File: config.mk
export PLATFORM = sky130hd
export DESIGN_NAME = gpio_port_top
export DESIGN_NICKNAME = d
export VERILOG_FILES = /design/src/rtl/gpio_port_pkg.sv /design/src/rtl/pad_ctrl_if.sv /design/src/rtl/status_blinker.sv /design/src/rtl/pad_mux.sv /design/src/rtl/gpio_port_top.sv
export VERILOG_INCLUDE_DIRS = /design/src /design/src/rtl
export SDC_FILE = /design/constraint.sdc
export NUM_CORES = 1
export LEC_CHECK = 0
export ABC_CLOCK_PERIOD_IN_PS = 4300
export CAP_MARGIN = 20
export CORE_ASPECT_RATIO = 0.5
export CORE_UTILIZATION = 46
export CTS_BUF_LIST = sky130_fd_sc_hd__clkbuf_8
export DETAILED_ROUTE_END_ITERATION = 10
export DONT_BUFFER_PORTS = 1
export SLEW_MARGIN = 20
export SYNTH_ARGS = -nofsm -noshare
export SYNTH_HDL_FRONTEND = slang
export SYNTH_SLANG_ARGS = --single-unit
File: constraint.sdc
create_clock -name core_clk -period 4.3 [get_ports core_clk]
set_clock_uncertainty 0.15 [all_clocks]
set_input_delay 1.075 -clock core_clk [delete_from_list [all_inputs] [get_ports core_clk]]
set_output_delay 1.075 -clock core_clk [all_outputs]
set_load 0.05 [all_outputs]
File: src/rtl/gpio_port_map.svh
// register offsets, reset values, pad masks and blink timing for the gpio port
// assumes a 100 MHz core clock and an 8-bit byte address on the register bus
`ifndef GPIO_PORT_MAP_SVH
`define GPIO_PORT_MAP_SVH

`define OFS_DIR 8'h00
`define OFS_OUT 8'h04
`define OFS_PULL 8'h08
`define OFS_FUNC 8'h0c
`define OFS_IN 8'h10
`define OFS_DEV 8'h14
`define OFS_STAT 8'h18

`define RST_DIR 8'h00
`define RST_OUT 8'h00
`define RST_PULL 8'h00
`define RST_FUNC 9'h000
`define RST_DEV 2'h0

`define FUNC_STAT_BIT 8
`define ALT1_MASK 8'hfc
`define SDA_MASK 8'h54
`define SCL_MASK 8'ha8
`define STAT_PAD 7

`define CLK_HZ 100000000
`define OFFLINE_FREQ_MILLIHZ 1000
`define OFFLINE_DUTY_PCT 50
`define ONLINE_FREQ_MILLIHZ 300
`define ONLINE_DUTY_PCT 10
`define SENDING_FREQ_MILLIHZ 10000
`define SENDING_DUTY_PCT 50

`endif

File: src/rtl/gpio_port_pkg.sv
// types shared by the gpio port modules
// assumes nothing of its surroundings
package gpio_port_pkg;
  typedef logic [7:0] pad_vec_t;
  typedef enum logic [3:0] {
    DEV_OFF = 4'b0001,
    DEV_OFFLINE = 4'b0010,
    DEV_ONLINE = 4'b0100,
    DEV_SENDING = 4'b1000
  } dev_state_t;
endpackage

File: src/rtl/pad_ctrl_if.sv
// pad configuration and indicator level shared by the port's own modules
// assumes the top drives the configuration and the blinker drives the lamp
`timescale 1ns/1ps
interface pad_ctrl_if;
  import gpio_port_pkg::*;
  pad_vec_t dir;
  pad_vec_t dout;
  pad_vec_t pull_up;
  pad_vec_t alt1;
  logic stat_sel;
  logic lamp;
  logic sda_o;
  logic sda_oe;
  logic scl_o;
  logic scl_oe;
  modport blink (output lamp);
  modport mux (input dir, dout, pull_up, alt1, stat_sel, lamp, sda_o, sda_oe, scl_o, scl_oe);
endinterface

File: src/rtl/status_blinker.sv
// network status lamp generator: lit/dark phases counted in core clock cycles
// assumes a synchronised active-low reset and a device state that changes on clock edges
`timescale 1ns/1ps
module status_blinker #(
  parameter logic [31:0] OFFLINE_PER = 32'd100,
  parameter logic [31:0] OFFLINE_LIT = 32'd50,
  parameter logic [31:0] ONLINE_PER = 32'd100,
  parameter logic [31:0] ONLINE_LIT = 32'd10,
  parameter logic [31:0] SENDING_PER = 32'd100,
  parameter logic [31:0] SENDING_LIT = 32'd50
) (
  input logic core_clk,
  input logic rst_n,
  input gpio_port_pkg::dev_state_t dev_state,
  pad_ctrl_if.blink pif
);
  import gpio_port_pkg::*;

  dev_state_t prev_r, prev_nxt;
  logic [31:0] cnt_r, cnt_nxt, per_c, lit_c;
  logic lamp_r, lamp_nxt;

  always_comb begin
    case (dev_state)
      DEV_OFFLINE: begin
        per_c = OFFLINE_PER;
        lit_c = OFFLINE_LIT;
      end
      DEV_ONLINE: begin
        per_c = ONLINE_PER;
        lit_c = ONLINE_LIT;
      end
      DEV_SENDING: begin
        per_c = SENDING_PER;
        lit_c = SENDING_LIT;
      end
      default: begin
        per_c = 32'd1;
        lit_c = 32'd0;
      end
    endcase
    prev_nxt = dev_state;
    if (dev_state != prev_r || cnt_r >= per_c - 32'd1) begin
      cnt_nxt = 32'd0;
    end else begin
      cnt_nxt = cnt_r + 32'd1;
    end
    lamp_nxt = (dev_state != DEV_OFF) && (cnt_nxt < lit_c);
  end

  always_ff @(posedge core_clk or negedge rst_n) begin
    if (!rst_n) begin
      prev_r <= DEV_OFF;
      cnt_r <= 32'd0;
      lamp_r <= 1'b0;
    end else begin
      prev_r <= prev_nxt;
      cnt_r <= cnt_nxt;
      lamp_r <= lamp_nxt;
    end
  end

  assign pif.lamp = lamp_r;
endmodule

File: src/rtl/pad_mux.sv
// per-pad selection of general purpose, serial bus and status lamp roles
// assumes a synchronised active-low reset; pad outputs are registered here
`timescale 1ns/1ps
`include "gpio_port_map.svh"
module pad_mux (
  input logic core_clk,
  input logic rst_n,
  pad_ctrl_if.mux pif,
  output gpio_port_pkg::pad_vec_t pad_out,
  output gpio_port_pkg::pad_vec_t pad_oe,
  output gpio_port_pkg::pad_vec_t pad_pull_up
);
  import gpio_port_pkg::*;

  localparam pad_vec_t SDA_M = `SDA_MASK;
  localparam pad_vec_t SCL_M = `SCL_MASK;
  wire [7:0] out_nxt;
  wire [7:0] oe_nxt;
  pad_vec_t out_r, oe_r, pull_r;

  genvar i;
  generate
    for (i = 0; i < 8; i++) begin : g_pad
      // the lamp role outranks the serial role on the shared pad
      wire stat_c = (i == `STAT_PAD) && pif.stat_sel;
      wire alt_c = pif.alt1[i] && (SDA_M[i] || SCL_M[i]);
      assign out_nxt[i] = stat_c ? ~pif.lamp :
                          alt_c ? (SDA_M[i] ? pif.sda_o : pif.scl_o) :
                          pif.dout[i];
      assign oe_nxt[i] = stat_c ? 1'b1 :
                         alt_c ? (SDA_M[i] ? pif.sda_oe : pif.scl_oe) :
                         pif.dir[i];
    end
  endgenerate

  always_ff @(posedge core_clk or negedge rst_n) begin
    if (!rst_n) begin
      out_r <= `RST_OUT;
      oe_r <= `RST_DIR;
      pull_r <= `RST_PULL;
    end else begin
      out_r <= out_nxt;
      oe_r <= oe_nxt;
      pull_r <= pif.pull_up;
    end
  end

  assign pad_out = out_r;
  assign pad_oe = oe_r;
  assign pad_pull_up = pull_r;
endmodule

File: src/rtl/gpio_port_top.sv
// gpio port with serial bus alternates and a network status lamp, reached over APB
// assumes a 100 MHz core clock, pad inputs synchronous to it, and an
// external serial bus engine driving the sda/scl drive inputs
//
// Summary of operation
// - software picks pull-up or pull-down; reset inputs pull-down
// - pads 3,5,7 offer sda; 4,6,8 offer scl
// - pad 8 second role carries the status lamp
// - output pads drive both levels actively
// - input pads report the level driven externally
// - offline blinks 1 Hz half lit; off dark
// - online blinks 0.3 Hz, lit one tenth
// - sending blinks 10 Hz, half lit
// - lamp pad level is the inverse of lamp
//
// Design decisions made here: the register addresses and the APB interface to the registers.
`timescale 1ns/1ps
`include "gpio_port_map.svh"
module gpio_port_top #(
  parameter logic [31:0] OFFLINE_PERIOD =
    32'(64'(`CLK_HZ) * 64'd1000 / 64'(`OFFLINE_FREQ_MILLIHZ)),
  parameter logic [31:0] ONLINE_PERIOD =
    32'(64'(`CLK_HZ) * 64'd1000 / 64'(`ONLINE_FREQ_MILLIHZ)),
  parameter logic [31:0] SENDING_PERIOD =
    32'(64'(`CLK_HZ) * 64'd1000 / 64'(`SENDING_FREQ_MILLIHZ))
) (
  input logic core_clk,
  input logic reset_n,
  input logic psel,
  input logic penable,
  input logic pwrite,
  input logic [7:0] paddr,
  input logic [31:0] pwdata,
  output logic [31:0] prdata,
  output logic pready,
  output logic pslverr,
  input gpio_port_pkg::pad_vec_t pad_in,
  output gpio_port_pkg::pad_vec_t pad_out,
  output gpio_port_pkg::pad_vec_t pad_oe,
  output gpio_port_pkg::pad_vec_t pad_pull_up,
  input logic sda_drive_o,
  input logic sda_drive_oe,
  input logic scl_drive_o,
  input logic scl_drive_oe,
  output logic sda_in,
  output logic scl_in
);
  import gpio_port_pkg::*;

  localparam logic [31:0] OFFLINE_LIT =
    32'(64'(OFFLINE_PERIOD) * 64'(`OFFLINE_DUTY_PCT) / 64'd100);
  localparam logic [31:0] ONLINE_LIT =
    32'(64'(ONLINE_PERIOD) * 64'(`ONLINE_DUTY_PCT) / 64'd100);
  localparam logic [31:0] SENDING_LIT =
    32'(64'(SENDING_PERIOD) * 64'(`SENDING_DUTY_PCT) / 64'd100);
  localparam pad_vec_t SDA_M = `SDA_MASK;
  localparam pad_vec_t SCL_M = `SCL_MASK;

  // reset release through two flip-flops
  logic rst_meta_r, rst_n_s;

  always_ff @(posedge core_clk or negedge reset_n) begin
    if (!reset_n) begin
      rst_meta_r <= 1'b0;
      rst_n_s <= 1'b0;
    end else begin
      rst_meta_r <= 1'b1;
      rst_n_s <= rst_meta_r;
    end
  end

  // register file state
  pad_vec_t dir_r, dir_nxt;
  pad_vec_t dout_r, dout_nxt;
  pad_vec_t pull_r, pull_nxt;
  logic [8:0] func_r, func_nxt;
  logic [1:0] dev_r, dev_nxt;
  pad_vec_t in_r, in_nxt;
  logic [31:0] prdata_r, prdata_nxt;
  logic pready_r, pready_nxt;
  logic pslverr_r, pslverr_nxt;
  logic sda_in_r, sda_in_nxt;
  logic scl_in_r, scl_in_nxt;

  logic setup_c, access_c, hit_c;
  logic [31:0] rdata_c;
  dev_state_t dev_state_c;

  pad_ctrl_if pif ();

  // decode of the bus phases
  always_comb begin
    setup_c = psel && !penable;
    access_c = psel && penable && pready_r;
    hit_c = 1'b1;
    rdata_c = 32'h0000_0000;
    case (paddr)
      `OFS_DIR: rdata_c = {24'h00_0000, dir_r};
      `OFS_OUT: rdata_c = {24'h00_0000, dout_r};
      `OFS_PULL: rdata_c = {24'h00_0000, pull_r};
      `OFS_FUNC: rdata_c = {23'h00_0000, func_r};
      `OFS_IN: rdata_c = {24'h00_0000, in_r};
      `OFS_DEV: rdata_c = {30'h0000_0000, dev_r};
      `OFS_STAT: rdata_c = {31'h0000_0000, pif.lamp};
      default: hit_c = 1'b0;
    endcase
  end

  // register next values
  always_comb begin
    dir_nxt = dir_r;
    dout_nxt = dout_r;
    pull_nxt = pull_r;
    func_nxt = func_r;
    dev_nxt = dev_r;
    prdata_nxt = prdata_r;
    pslverr_nxt = pslverr_r;
    pready_nxt = setup_c;
    in_nxt = pad_in;
    sda_in_nxt = &(pad_in | ~(func_r[7:0] & SDA_M));
    scl_in_nxt = &(pad_in | ~(func_r[7:0] & SCL_M));
    if (setup_c) begin
      prdata_nxt = pwrite ? 32'h0000_0000 : rdata_c;
      pslverr_nxt = !hit_c;
    end
    if (access_c && pwrite) begin
      case (paddr)
        `OFS_DIR: dir_nxt = pwdata[7:0];
        `OFS_OUT: dout_nxt = pwdata[7:0];
        `OFS_PULL: pull_nxt = pwdata[7:0];
        `OFS_FUNC: func_nxt = {pwdata[`FUNC_STAT_BIT], pwdata[7:0] & `ALT1_MASK};
        `OFS_DEV: dev_nxt = pwdata[1:0];
        default: dev_nxt = dev_r;
      endcase
    end
  end

  always_ff @(posedge core_clk or negedge rst_n_s) begin
    if (!rst_n_s) begin
      dir_r <= `RST_DIR;
      dout_r <= `RST_OUT;
      pull_r <= `RST_PULL;
      func_r <= `RST_FUNC;
      dev_r <= `RST_DEV;
      in_r <= 8'h00;
      prdata_r <= 32'h0000_0000;
      pready_r <= 1'b0;
      pslverr_r <= 1'b0;
      sda_in_r <= 1'b1;
      scl_in_r <= 1'b1;
    end else begin
      dir_r <= dir_nxt;
      dout_r <= dout_nxt;
      pull_r <= pull_nxt;
      func_r <= func_nxt;
      dev_r <= dev_nxt;
      in_r <= in_nxt;
      prdata_r <= prdata_nxt;
      pready_r <= pready_nxt;
      pslverr_r <= pslverr_nxt;
      sda_in_r <= sda_in_nxt;
      scl_in_r <= scl_in_nxt;
    end
  end

  // device state code to one-hot state
  always_comb begin
    case (dev_r)
      2'h1: dev_state_c = DEV_OFFLINE;
      2'h2: dev_state_c = DEV_ONLINE;
      2'h3: dev_state_c = DEV_SENDING;
      default: dev_state_c = DEV_OFF;
    endcase
  end

  assign pif.dir = dir_r;
  assign pif.dout = dout_r;
  assign pif.pull_up = pull_r;
  assign pif.alt1 = func_r[7:0];
  assign pif.stat_sel = func_r[`FUNC_STAT_BIT];
  assign pif.sda_o = sda_drive_o;
  assign pif.sda_oe = sda_drive_oe;
  assign pif.scl_o = scl_drive_o;
  assign pif.scl_oe = scl_drive_oe;

  status_blinker #(
    .OFFLINE_PER(OFFLINE_PERIOD),
    .OFFLINE_LIT(OFFLINE_LIT),
    .ONLINE_PER(ONLINE_PERIOD),
    .ONLINE_LIT(ONLINE_LIT),
    .SENDING_PER(SENDING_PERIOD),
    .SENDING_LIT(SENDING_LIT)
  ) u_blink (
    .core_clk(core_clk),
    .rst_n(rst_n_s),
    .dev_state(dev_state_c),
    .pif(pif.blink)
  );

  pad_mux u_mux (
    .core_clk(core_clk),
    .rst_n(rst_n_s),
    .pif(pif.mux),
    .pad_out(pad_out),
    .pad_oe(pad_oe),
    .pad_pull_up(pad_pull_up)
  );

  assign prdata = prdata_r;
  assign pready = pready_r;
  assign pslverr = pslverr_r;
  assign sda_in = sda_in_r;
  assign scl_in = scl_in_r;
endmodule

==> results.toml, run 1 <==
[outcome]
status = "completed"

[yosys]
synth_flop_cell = "dfrtp_1"
synth_common_cells = "114 x dfrtp_1, 59 x ha_1, 43 x mux2_2"
synth-seq-cells = 117
syn_inst = 561
synth.top_cell.area_share = 0.443
synth_area_leader_cell = "dfrtp_1"
async_flop_share = 1.00
synth_cell_types = 64
post_synth.cell_area_avg_um2 = 11.5
synth_area_leaders = "dfrtp_1 44%, ha_1 11%, mux2_2 7.5%, nor2_4 3.3%, xor2_1 3.1%"
yosys_warnings = 0
synthMostInstantiatedCell = "dfrtp_1"
yosysSeqAreaShare = 0.455
synth_edf_count = 0
syn-cell-area_um2 = 6450

[timing]
worst_slew_pin_slew_ns = 0.607
timing.slew.headroom = 0.592
grt_setup_unrepaired = "true"
maxSlewViolCount = 0
min_period_ns = 4.25
setup_violations = 0
layout_setup_ws_ns = 0.0476
hold_violations = 0
max_freq_ghz = 0.235
fin_crit_sh = 0.989
tns_ns = 0

[route]
remaining_drc_errors = 0
ant_nets = 0
vias = 4360
via_per_inst = 5.25
wl_um = 14900
drt_iter0_drc = 266
post_drt_wl_per_cell_um = 17.9
dr.pass1.iters = 4

[final_layout]
final_cells = 830
drive_above_1_share = 0.309
fill_cells = 1161
area.growth.synth_to_final_pct = 17.8
nets = 741
num_antenna_cells = 0

[clock_tree]
cts-root-buf = "clkbuf_8"
cts_max_path_buffers = 2
insertion_delay_ns = 0.44
cts_tree = "built"
cts.sinks = 117
clk_pin_slew_ns = 0.08
htree_levels = 4
cts_buffers = 17

[power_and_ir_drop]
power_density_nw_per_um2 = 304
power.total_mw = 2.31
ir_drop_mv = 0.180
p_leak_nw = 3.62

[floorplan]
dieWidth_um = 169
die_y_um = 85.7
io_pins = 117
fp-row-count = 30
placeableCoreArea_um2 = 13600
dieArea_um2 = 14500
start_util = 0.473

[placement]
routabilityCongestion = 0.798
io_buffers = 0
dp_hpwl_um = 10700
dp.cells = 788
pre_cts_ws_ns = -0.219

[hold_path]
hold_path_class = "in2async"

[global_routing]
antenna_found_initial = 0
grt_overflow = 0
grt_start_max_net_pins = 43
grt_pass1_wl_um = 23500
grt_pass1_vias = 4350
grt_usage = 0.215

[critical_path]
arrival_ns = 4.46
cp.required_ns = 4.51
critPathMaxFanout = 6
end_kind = "register"
path_class = "reg2reg"
cp-start-kind = "register"

[flow_run]
drv_cap = 0
layout by cell type, fill, tap and decap left out, types with 4 or more instances in the layout:
cell type	Yosys	final
a21o_1	4	4
a21oi_1	24	19
a21oi_2	0	5
a222oi_1	5	5
and2_1	6	6
and3_1	8	8
buf_4	23	47
buf_6	1	5
clkbuf_8	0	17
clkinv_4	0	4
conb_1	2	28
dfrtp_1	114	113
ha_1	59	48
ha_4	0	8
inv_1	20	17
inv_2	0	4
mux2_2	43	43
mux2i_1	5	5
nand2_1	33	33
nand3_1	16	15
nand4_1	12	12
nor2_1	27	23
nor2_4	19	21
nor3_1	7	6
o21ai_0	13	8
o21ai_1	3	7
xnor2_1	9	9
xor2_1	23	23
worst max-delay path: stages (launching register included):
cell	delay, ns
dfrtp_1	0.43
inv_2	0.08
ha_4	0.17
or2_4	0.26
inv_2	0.07
ha_4	0.19
nand2b_4	0.14
a2111oi_4	0.26
nand4b_1	0.16
a31oi_2	0.10
or3_4	0.48
buf_8	0.18
nor2_4	0.11
ha_4	0.21
a21o_1	0.16
a21oi_2	0.12
o21ai_1	0.08
a211o_1	0.31
a21oi_2	0.12
buf_4	0.14
nand4_1	0.09
a2bb2oi_1	0.16
repair_timing:
item,in CTS,in global routing
gates cloned,0,1
pin swaps,3,21
hold buffers,0,0
setup endpoints to repair,1,1
buffers inserted,0,9
gates resized for setup,6,44
cell families after synthesis:
family / Yosys count / synth area share
AO/OA/AOI/OAI: 88 / 0.0926
XOR/XNOR: 32 / 0.0435
adder cells (fa/ha/maj): 59 / 0.115
buffers and inverters: 56 / 0.0526
flip-flops: 117 / 0.455
multiplexers: 50 / 0.0899
other: 2 / 0.00117
AND/OR/NAND/NOR: 157 / 0.151
metal layers:
layer / routed length [um] / GRT usage
met1: 7000 / 0.282
met2: 6950 / 0.349
met3: 767 / 0.0577
met4: 139 / 0.0672
met5: 0 / 0
report_power, final:
part	total (mW)	internal, mW	switching (mW)	leakage, nW
sequential	1.14	1.11	0.0278	1.59
clock	1.02	0.518	0.503	0.194
combinational	0.150	0.0472	0.103	1.83
sequential cells by signal (all words and copies together), names as in the netlist, 2 cells and up:
| register | count |
|---|---|
| in_r | 8 |
| u_blink.cnt_r | 32 |
| dev_r | 2 |
| pif.pull_up | 8 |
| dir_r | 8 |
| prdata | 9 |
| u_mux.pad_oe | 8 |
| u_mux.pad_pull_up | 8 |
| u_mux.pad_out | 8 |
| dout_r | 8 |
| u_blink.prev_r | 4 |
| func_r | 7 |
layout make-up:
| type | instances | area, um^2 | area share |
|---|---|---|---|
| Clock buffer | 17 | 234 | 0.0308 |
| Tap cell | 192 | 240 | 0.0316 |
| Sequential cell | 117 | 2940 | 0.387 |
| Clock inverter | 15 | 158 | 0.0208 |
| Inverter | 20 | 75.1 | 0.00989 |
| Multi-Input combinational cell | 414 | 3480 | 0.459 |
| Timing Repair Buffer | 55 | 469 | 0.0618 |
metrics by stage:
step                      hold WS [ns]  cell area, um^2   util
after floorplan                  0.181             6550      -
after global placement           0.186             6870  0.504
after detailed placement         0.193             6870  0.504
after CTS                        0.150             7280  0.534
after global routing             0.123             7590  0.557
final                            0.166             7590  0.557
final timing paths:
path,from,endpoint,slack (ns),depth (start not counted)
max reg2reg,dev_r[1],u_blink.pif.lamp,0.05,21
min reg2reg,rst_n_s,pif.pull_up[3],0.18,0
max,dev_r[1],u_blink.pif.lamp,0.05,21
min in group core_clk,rst_meta_r,rst_n_s,0.21,0
max in group asynchronous,rst_n_s,u_blink.prev_r[0],2.85,1
min,reset_n,rst_n_s,0.17,0
(Power assumes the default switching activity.)
==> run 2: changes to the inputs <==
Settings changed: ABC_CLOCK_PERIOD_IN_PS 4300 to 3700.
Clock period 4.3 ns to 3.7 ns, I/O delays scaled along.
==> results.toml, run 2 (synthesis results as in run 1) <==
[final_layout]
layout.area.seq_um2 = 2940
final_cells = 875
largest_reg_flops = 32
area.growth.synth_to_final_pct = 23.3
multiInputGateArea_um2 = 3460
drive_above_1_share = 0.351
layout_common_cells = "111 x dfrtp_1, 93 x buf_4, 51 x ha_1"
top_register = "u_blink.cnt_r"
nets = 786
fill_cells = 1127
final_util = 0.583
layout_commonest_cell = "dfrtp_1"
num_antenna_cells = 0

[timing]
maxSlewViolCount = 0
max_freq_ghz = 0.235
layout_setup_ws_ns = -0.560
worst_slew_pin_slew_ns = 0.787
fin_crit_sh = 1.15
grt_setup_unrepaired = "true"
timing.slew.headroom = 0.475
min_period_ns = 4.26
hold_violations = 0
tns_ns = -1.63
setup_violations = 5

[clock_tree]
cts-root-buf = "clkbuf_8"
cts_tree = "built"
htree_levels = 4
cts_max_path_buffers = 2
insertion_delay_ns = 0.45
cts_buffers = 17
clk_pin_slew_ns = 0.08
cts.sinks = 117

[global_routing]
grt_start_max_net_pins = 62
grt_usage = 0.229
grt_overflow = 0
grt_pass1_vias = 4722
antenna_found_initial = 0
grt_pass1_wl_um = 25100

[critical_path]
path_class = "reg2reg"
critPathMaxFanout = 5
end_kind = "register"
cp.required_ns = 3.91
cp-start-kind = "register"
arrival_ns = 4.47

[route]
remaining_drc_errors = 0
post_drt_wl_per_cell_um = 17.6
via_per_inst = 5.28
ant_nets = 0
vias = 4618
wl_um = 15400
dr.pass1.iters = 5
drt_iter0_drc = 216

[hold_path]
hold_path_class = "reg2reg"

[power_and_ir_drop]
power_switching_mw = 0.770
internal-power_mw = 1.99
power_density_nw_per_um2 = 348
ir_drop_mv = 0.217
combPwrFrac = 0.068
seqPwrFrac = 0.479
clockPowerShare = 0.453
switching_share = 0.279
p_leak_nw = 3.88
power.total_mw = 2.77

[placement]
dp_hpwl_um = 11200
io_buffers = 0
routabilityCongestion = 0.839
dp.cells = 825
pre_cts_ws_ns = -0.859

[floorplan]
die_y_um = 85.7
dieWidth_um = 169
start_util = 0.473
io_pins = 117
dieArea_um2 = 14500
fp-row-count = 30
placeableCoreArea_um2 = 13600

[outcome]
violations = "setup timing"
status = "finished with violations"

[flow_run]
drv_cap = 0
-- run 2: power groups by stage --
stage / logic (mW) / clock network, mW / registers (mW)
5_1_grt: 0.204 / 1.34 / 1.33
4_1_cts: 0.182 / 1.28 / 1.33
2_1_floorplan: 0.140 / 0 / 1.36
6_report: 0.189 / 1.25 / 1.32
3_5_place_dp: 0.164 / 0 / 1.35
3_3_place_gp: 0.162 / 0 / 1.35
-- run 2: path summary, 6_finish.rpt --
path / depth (start not counted) / slack, ns / to / startpoint
max: 18 / -0.56 / u_blink.pif.lamp / dev_r[1]
min: 0 / 0.21 / rst_n_s / rst_meta_r
max reg2reg: 18 / -0.56 / u_blink.pif.lamp / dev_r[1]
min reg2reg: 0 / 0.21 / rst_n_s / rst_meta_r
max in group asynchronous: 1 / 2.29 / u_blink.prev_r[0] / rst_n_s
min in group asynchronous: 0 / 0.26 / u_mux.pad_pull_up[3] / rst_n_s
-- run 2: routing by layer --
metal,up-vias,GRT usage,share of wire
met2,110,0.364,0.45
met5,-,0,0
met3,25,0.0531,0.039
met4,0,0.0852,0.018
met1,2285,0.306,0.49
li1,2198,-,-
-- run 2: repair_timing --
item / 4_1_cts / 5_1_grt
pin swaps: 9 / 7
hold buffers: 1 / 0
gates resized for setup: 17 / 12
hold endpoints to repair: 2 / 0
gates cloned: 0 / 0
setup endpoints to repair: 1 / 5
buffers inserted: 13 / 4
-- run 2: worst max-delay path: stages (launching register included) --
cell,delay (ns)
dfrtp_2,0.45
buf_4,0.17
ha_1,0.20
o21bai_1,0.22
ha_1,0.30
nand4_1,0.13
nor2_2,0.07
a221oi_2,0.26
a31oi_1,0.13
or3_4,0.43
nor2_4,0.14
ha_4,0.21
a211o_1,0.28
a31oi_1,0.15
o21ai_1,0.09
a211o_1,0.32
a21oi_2,0.16
nand4_1,0.13
a2bb2oi_2,0.18
-- run 2: final cells by class --
cell class / instances / share of cell area
Multi-Input combinational cell: 414 / 0.436
Sequential cell: 117 / 0.370
Timing Repair Buffer: 100 / 0.101
Clock buffer: 18 / 0.0312
Tap cell: 192 / 0.0302
Clock inverter: 14 / 0.0208
Inverter: 20 / 0.0106
-- run 2: metrics by stage --
stage          cell area (um^2)  hold WS, ns
4_1_cts                    7870        0.213
3_3_place_gp               7250        0.186
6_report                   7950        0.210
2_1_floorplan              6630        0.181
3_5_place_dp               7250        0.190
5_1_grt                    7950        0.230
==> run 3: changes to the inputs <==
Settings changed: CORE_UTILIZATION 46 to 60, PLACE_DENSITY set to 0.79.
==> results.toml, run 3 (synthesis results as in run 1) <==
[critical_path]
critPathMaxStageDelay_ns = 0.46
cp.required_ns = 3.91
cp_cell_sequence = "inv_2 > ha_4 > clkinvlp_4 > ha_4 > nand4_1 > nor2_2 > buf_4 > a221oi_2 > a31oi_2 > or3_4 > nor2_4 > ha_4 > a211o_1 > a31oi_2 > o21ai_1 > a211o_1 > a21oi_2 > nand4_1 > a2bb2oi_2"
path_common_cell = "ha_4"
arrival_ns = 4.81
cp.depth = 19
critPathMaxFanout = 5
worstReg2RegStart = "dev_r[0]"
cp.buffers_inverters = 3
critical_path.top_delay_family = "compound AO/OA/AOI/OAI gates"
r2r_slack_ns = -0.90
crit_path_end = "u_blink.pif.lamp"
r2r_cells = 19
critPathSlowestCell = "or3_4"
cp-start-kind = "register"
startpoint = "dev_r[0]"
reg2reg_to = "u_blink.pif.lamp"
end_kind = "register"
path_class = "reg2reg"

[floorplan]
fp-row-count = 26
dieWidth_um = 149
start_util = 0.625
dieArea_um2 = 11200
io_pins = 117
die_y_um = 75.3
placeableCoreArea_um2 = 10300

[clock_tree]
insertion_delay_ns = 0.45
cts_tree = "built"
cts_max_path_buffers = 2
cts_buffers = 17
cts-root-buf = "clkbuf_8"
cts.sinks = 117
htree_levels = 4
clk_pin_slew_ns = 0.08

[global_routing]
antenna_found_initial = 0
grt_usage = 0.316
grt_overflow = 0
grt_start_max_net_pins = 71
grt_pass1_vias = 5006
grt_pass1_wl_um = 26300

[timing]
fin_crit_sh = 1.24
grt_setup_unrepaired = "true"
layout_setup_ws_ns = -0.902
hold_violations = 0
setup_violations = 5
worst_slew_pin_slew_ns = 0.905
hold_ws_ns = 0.204
timing.slew.headroom = 0.397
maxSlewViolCount = 0
min_period_ns = 4.60
max_freq_ghz = 0.217

[route]
drt_iter0_drc = 476
dr.pass1.iters = 7
post_drt_wl_per_cell_um = 21.7
via_per_inst = 6.33
wl_um = 17800
vias = 5185
remaining_drc_errors = 0
ant_nets = 0

[placement]
routabilityCongestion = 0.870
dp_hpwl_um = 11300
io_buffers = 0

[final_layout]
layout_commonest_cell = "dfrtp_1"
top_register = "u_blink.cnt_r"
drive_above_1_share = 0.356
layout_common_cells = "112 x dfrtp_1, 87 x buf_4, 49 x ha_1"
largest_reg_flops = 32
nets = 782
num_antenna_cells = 0
area.growth.synth_to_final_pct = 21.8

[power_and_ir_drop]
combPwrFrac = 0.074
seqPwrFrac = 0.497
clockPowerShare = 0.429
power.total_mw = 2.67
power_density_nw_per_um2 = 340
ir_drop_mv = 0.167
internal-power_mw = 1.93
power_switching_mw = 0.739
switching_share = 0.277
p_leak_nw = 3.83

[flow_run]
drv_cap = 0

[hold_path]
hp-start = "rst_meta_r"
hold_path_class = "reg2reg"

[outcome]
status = "finished with violations"
violations = "setup timing"
==> run 3: changes by cell type in the layout (fill, tap and decap cells not counted), moves of 3 or more <==
cell      before  now
buf_4         93   87
clkinv_2       0    3
inv_2          2    5
inv_6          7    4
o21ai_0       11    8
==> run 3: repair_timing <==
action / in CTS / in global routing
hold buffers: 1 / 0
buffers inserted: 11 / 9
endpoints found under the hold margin: 2 / 0
pin swaps: 13 / 10
endpoints found under the setup margin: 1 / 5
gates resized for setup: 18 / 23
==> run 3: worst min path at each step <==
stage          endpoint  slack, ns  depth (start not counted)
6_report        rst_n_s       0.20                          0
3_5_place_dp    rst_n_s       0.19                          0
4_1_cts         rst_n_s       0.21                          0
2_1_floorplan   rst_n_s       0.18                          0
3_3_place_gp    rst_n_s       0.19                          0
5_1_grt         rst_n_s       0.23                          0
==> run 3: metal layers <==
metal | track usage | up-vias | wire length, um
li1 | - | 2202 | -
met1 | 0.378 | 2519 | 6700
met2 | 0.555 | 362 | 8610
met3 | 0.0844 | 102 | 1700
met4 | 0.139 | 0 | 779
met5 | 0 | - | 0
==> run 3: layout make-up <==
cell class / instances / area [um^2]
clock buffer: 19 / 262
clock inverter: 13 / 121
fill: 582 / 2460
inverter: 20 / 78.8
multi-input combinational: 414 / 3480
sequential: 117 / 2940
tap: 140 / 175
timing repair buffer: 96 / 800
==> run 3: metrics by stage <==
step	util	setup slack, ns	setup TNS [ns]	cell area [um^2]	instances
finish	0.761	-0.902	-1.18	7850	819
global route	0.761	-1.09	-1.66	7850	819
CTS	0.750	-0.568	-1.07	7730	816
detailed placement	0.694	-0.833	-0.833	7160	772
global placement	0.694	-0.680	-0.680	7160	772
floorplan	-	-0.297	-0.520	6630	587
==> run 3: worst register-to-register path, delay by kind of cell, from the launching register on <==
family                   cells  cell delay [ns]
AO/OA/AOI/OAI                8             1.74
adder cells (fa/ha/maj)      3             0.82
buffers and inverters        3             0.40
flip-flops                   1             0.43
AND/OR/NAND/NOR              5             0.96
==> run 3: power by group through the flow <==
| stage | combinational (mW) | clock [mW] | sequential, mW |
|---|---|---|---|
| 2_1_floorplan | 0.140 | 0 | 1.36 |
| 3_3_place_gp | 0.156 | 0 | 1.35 |
| 3_5_place_dp | 0.159 | 0 | 1.35 |
| 4_1_cts | 0.177 | 1.15 | 1.33 |
| 5_1_grt | 0.210 | 1.21 | 1.33 |
| 6_report | 0.198 | 1.15 | 1.33 |
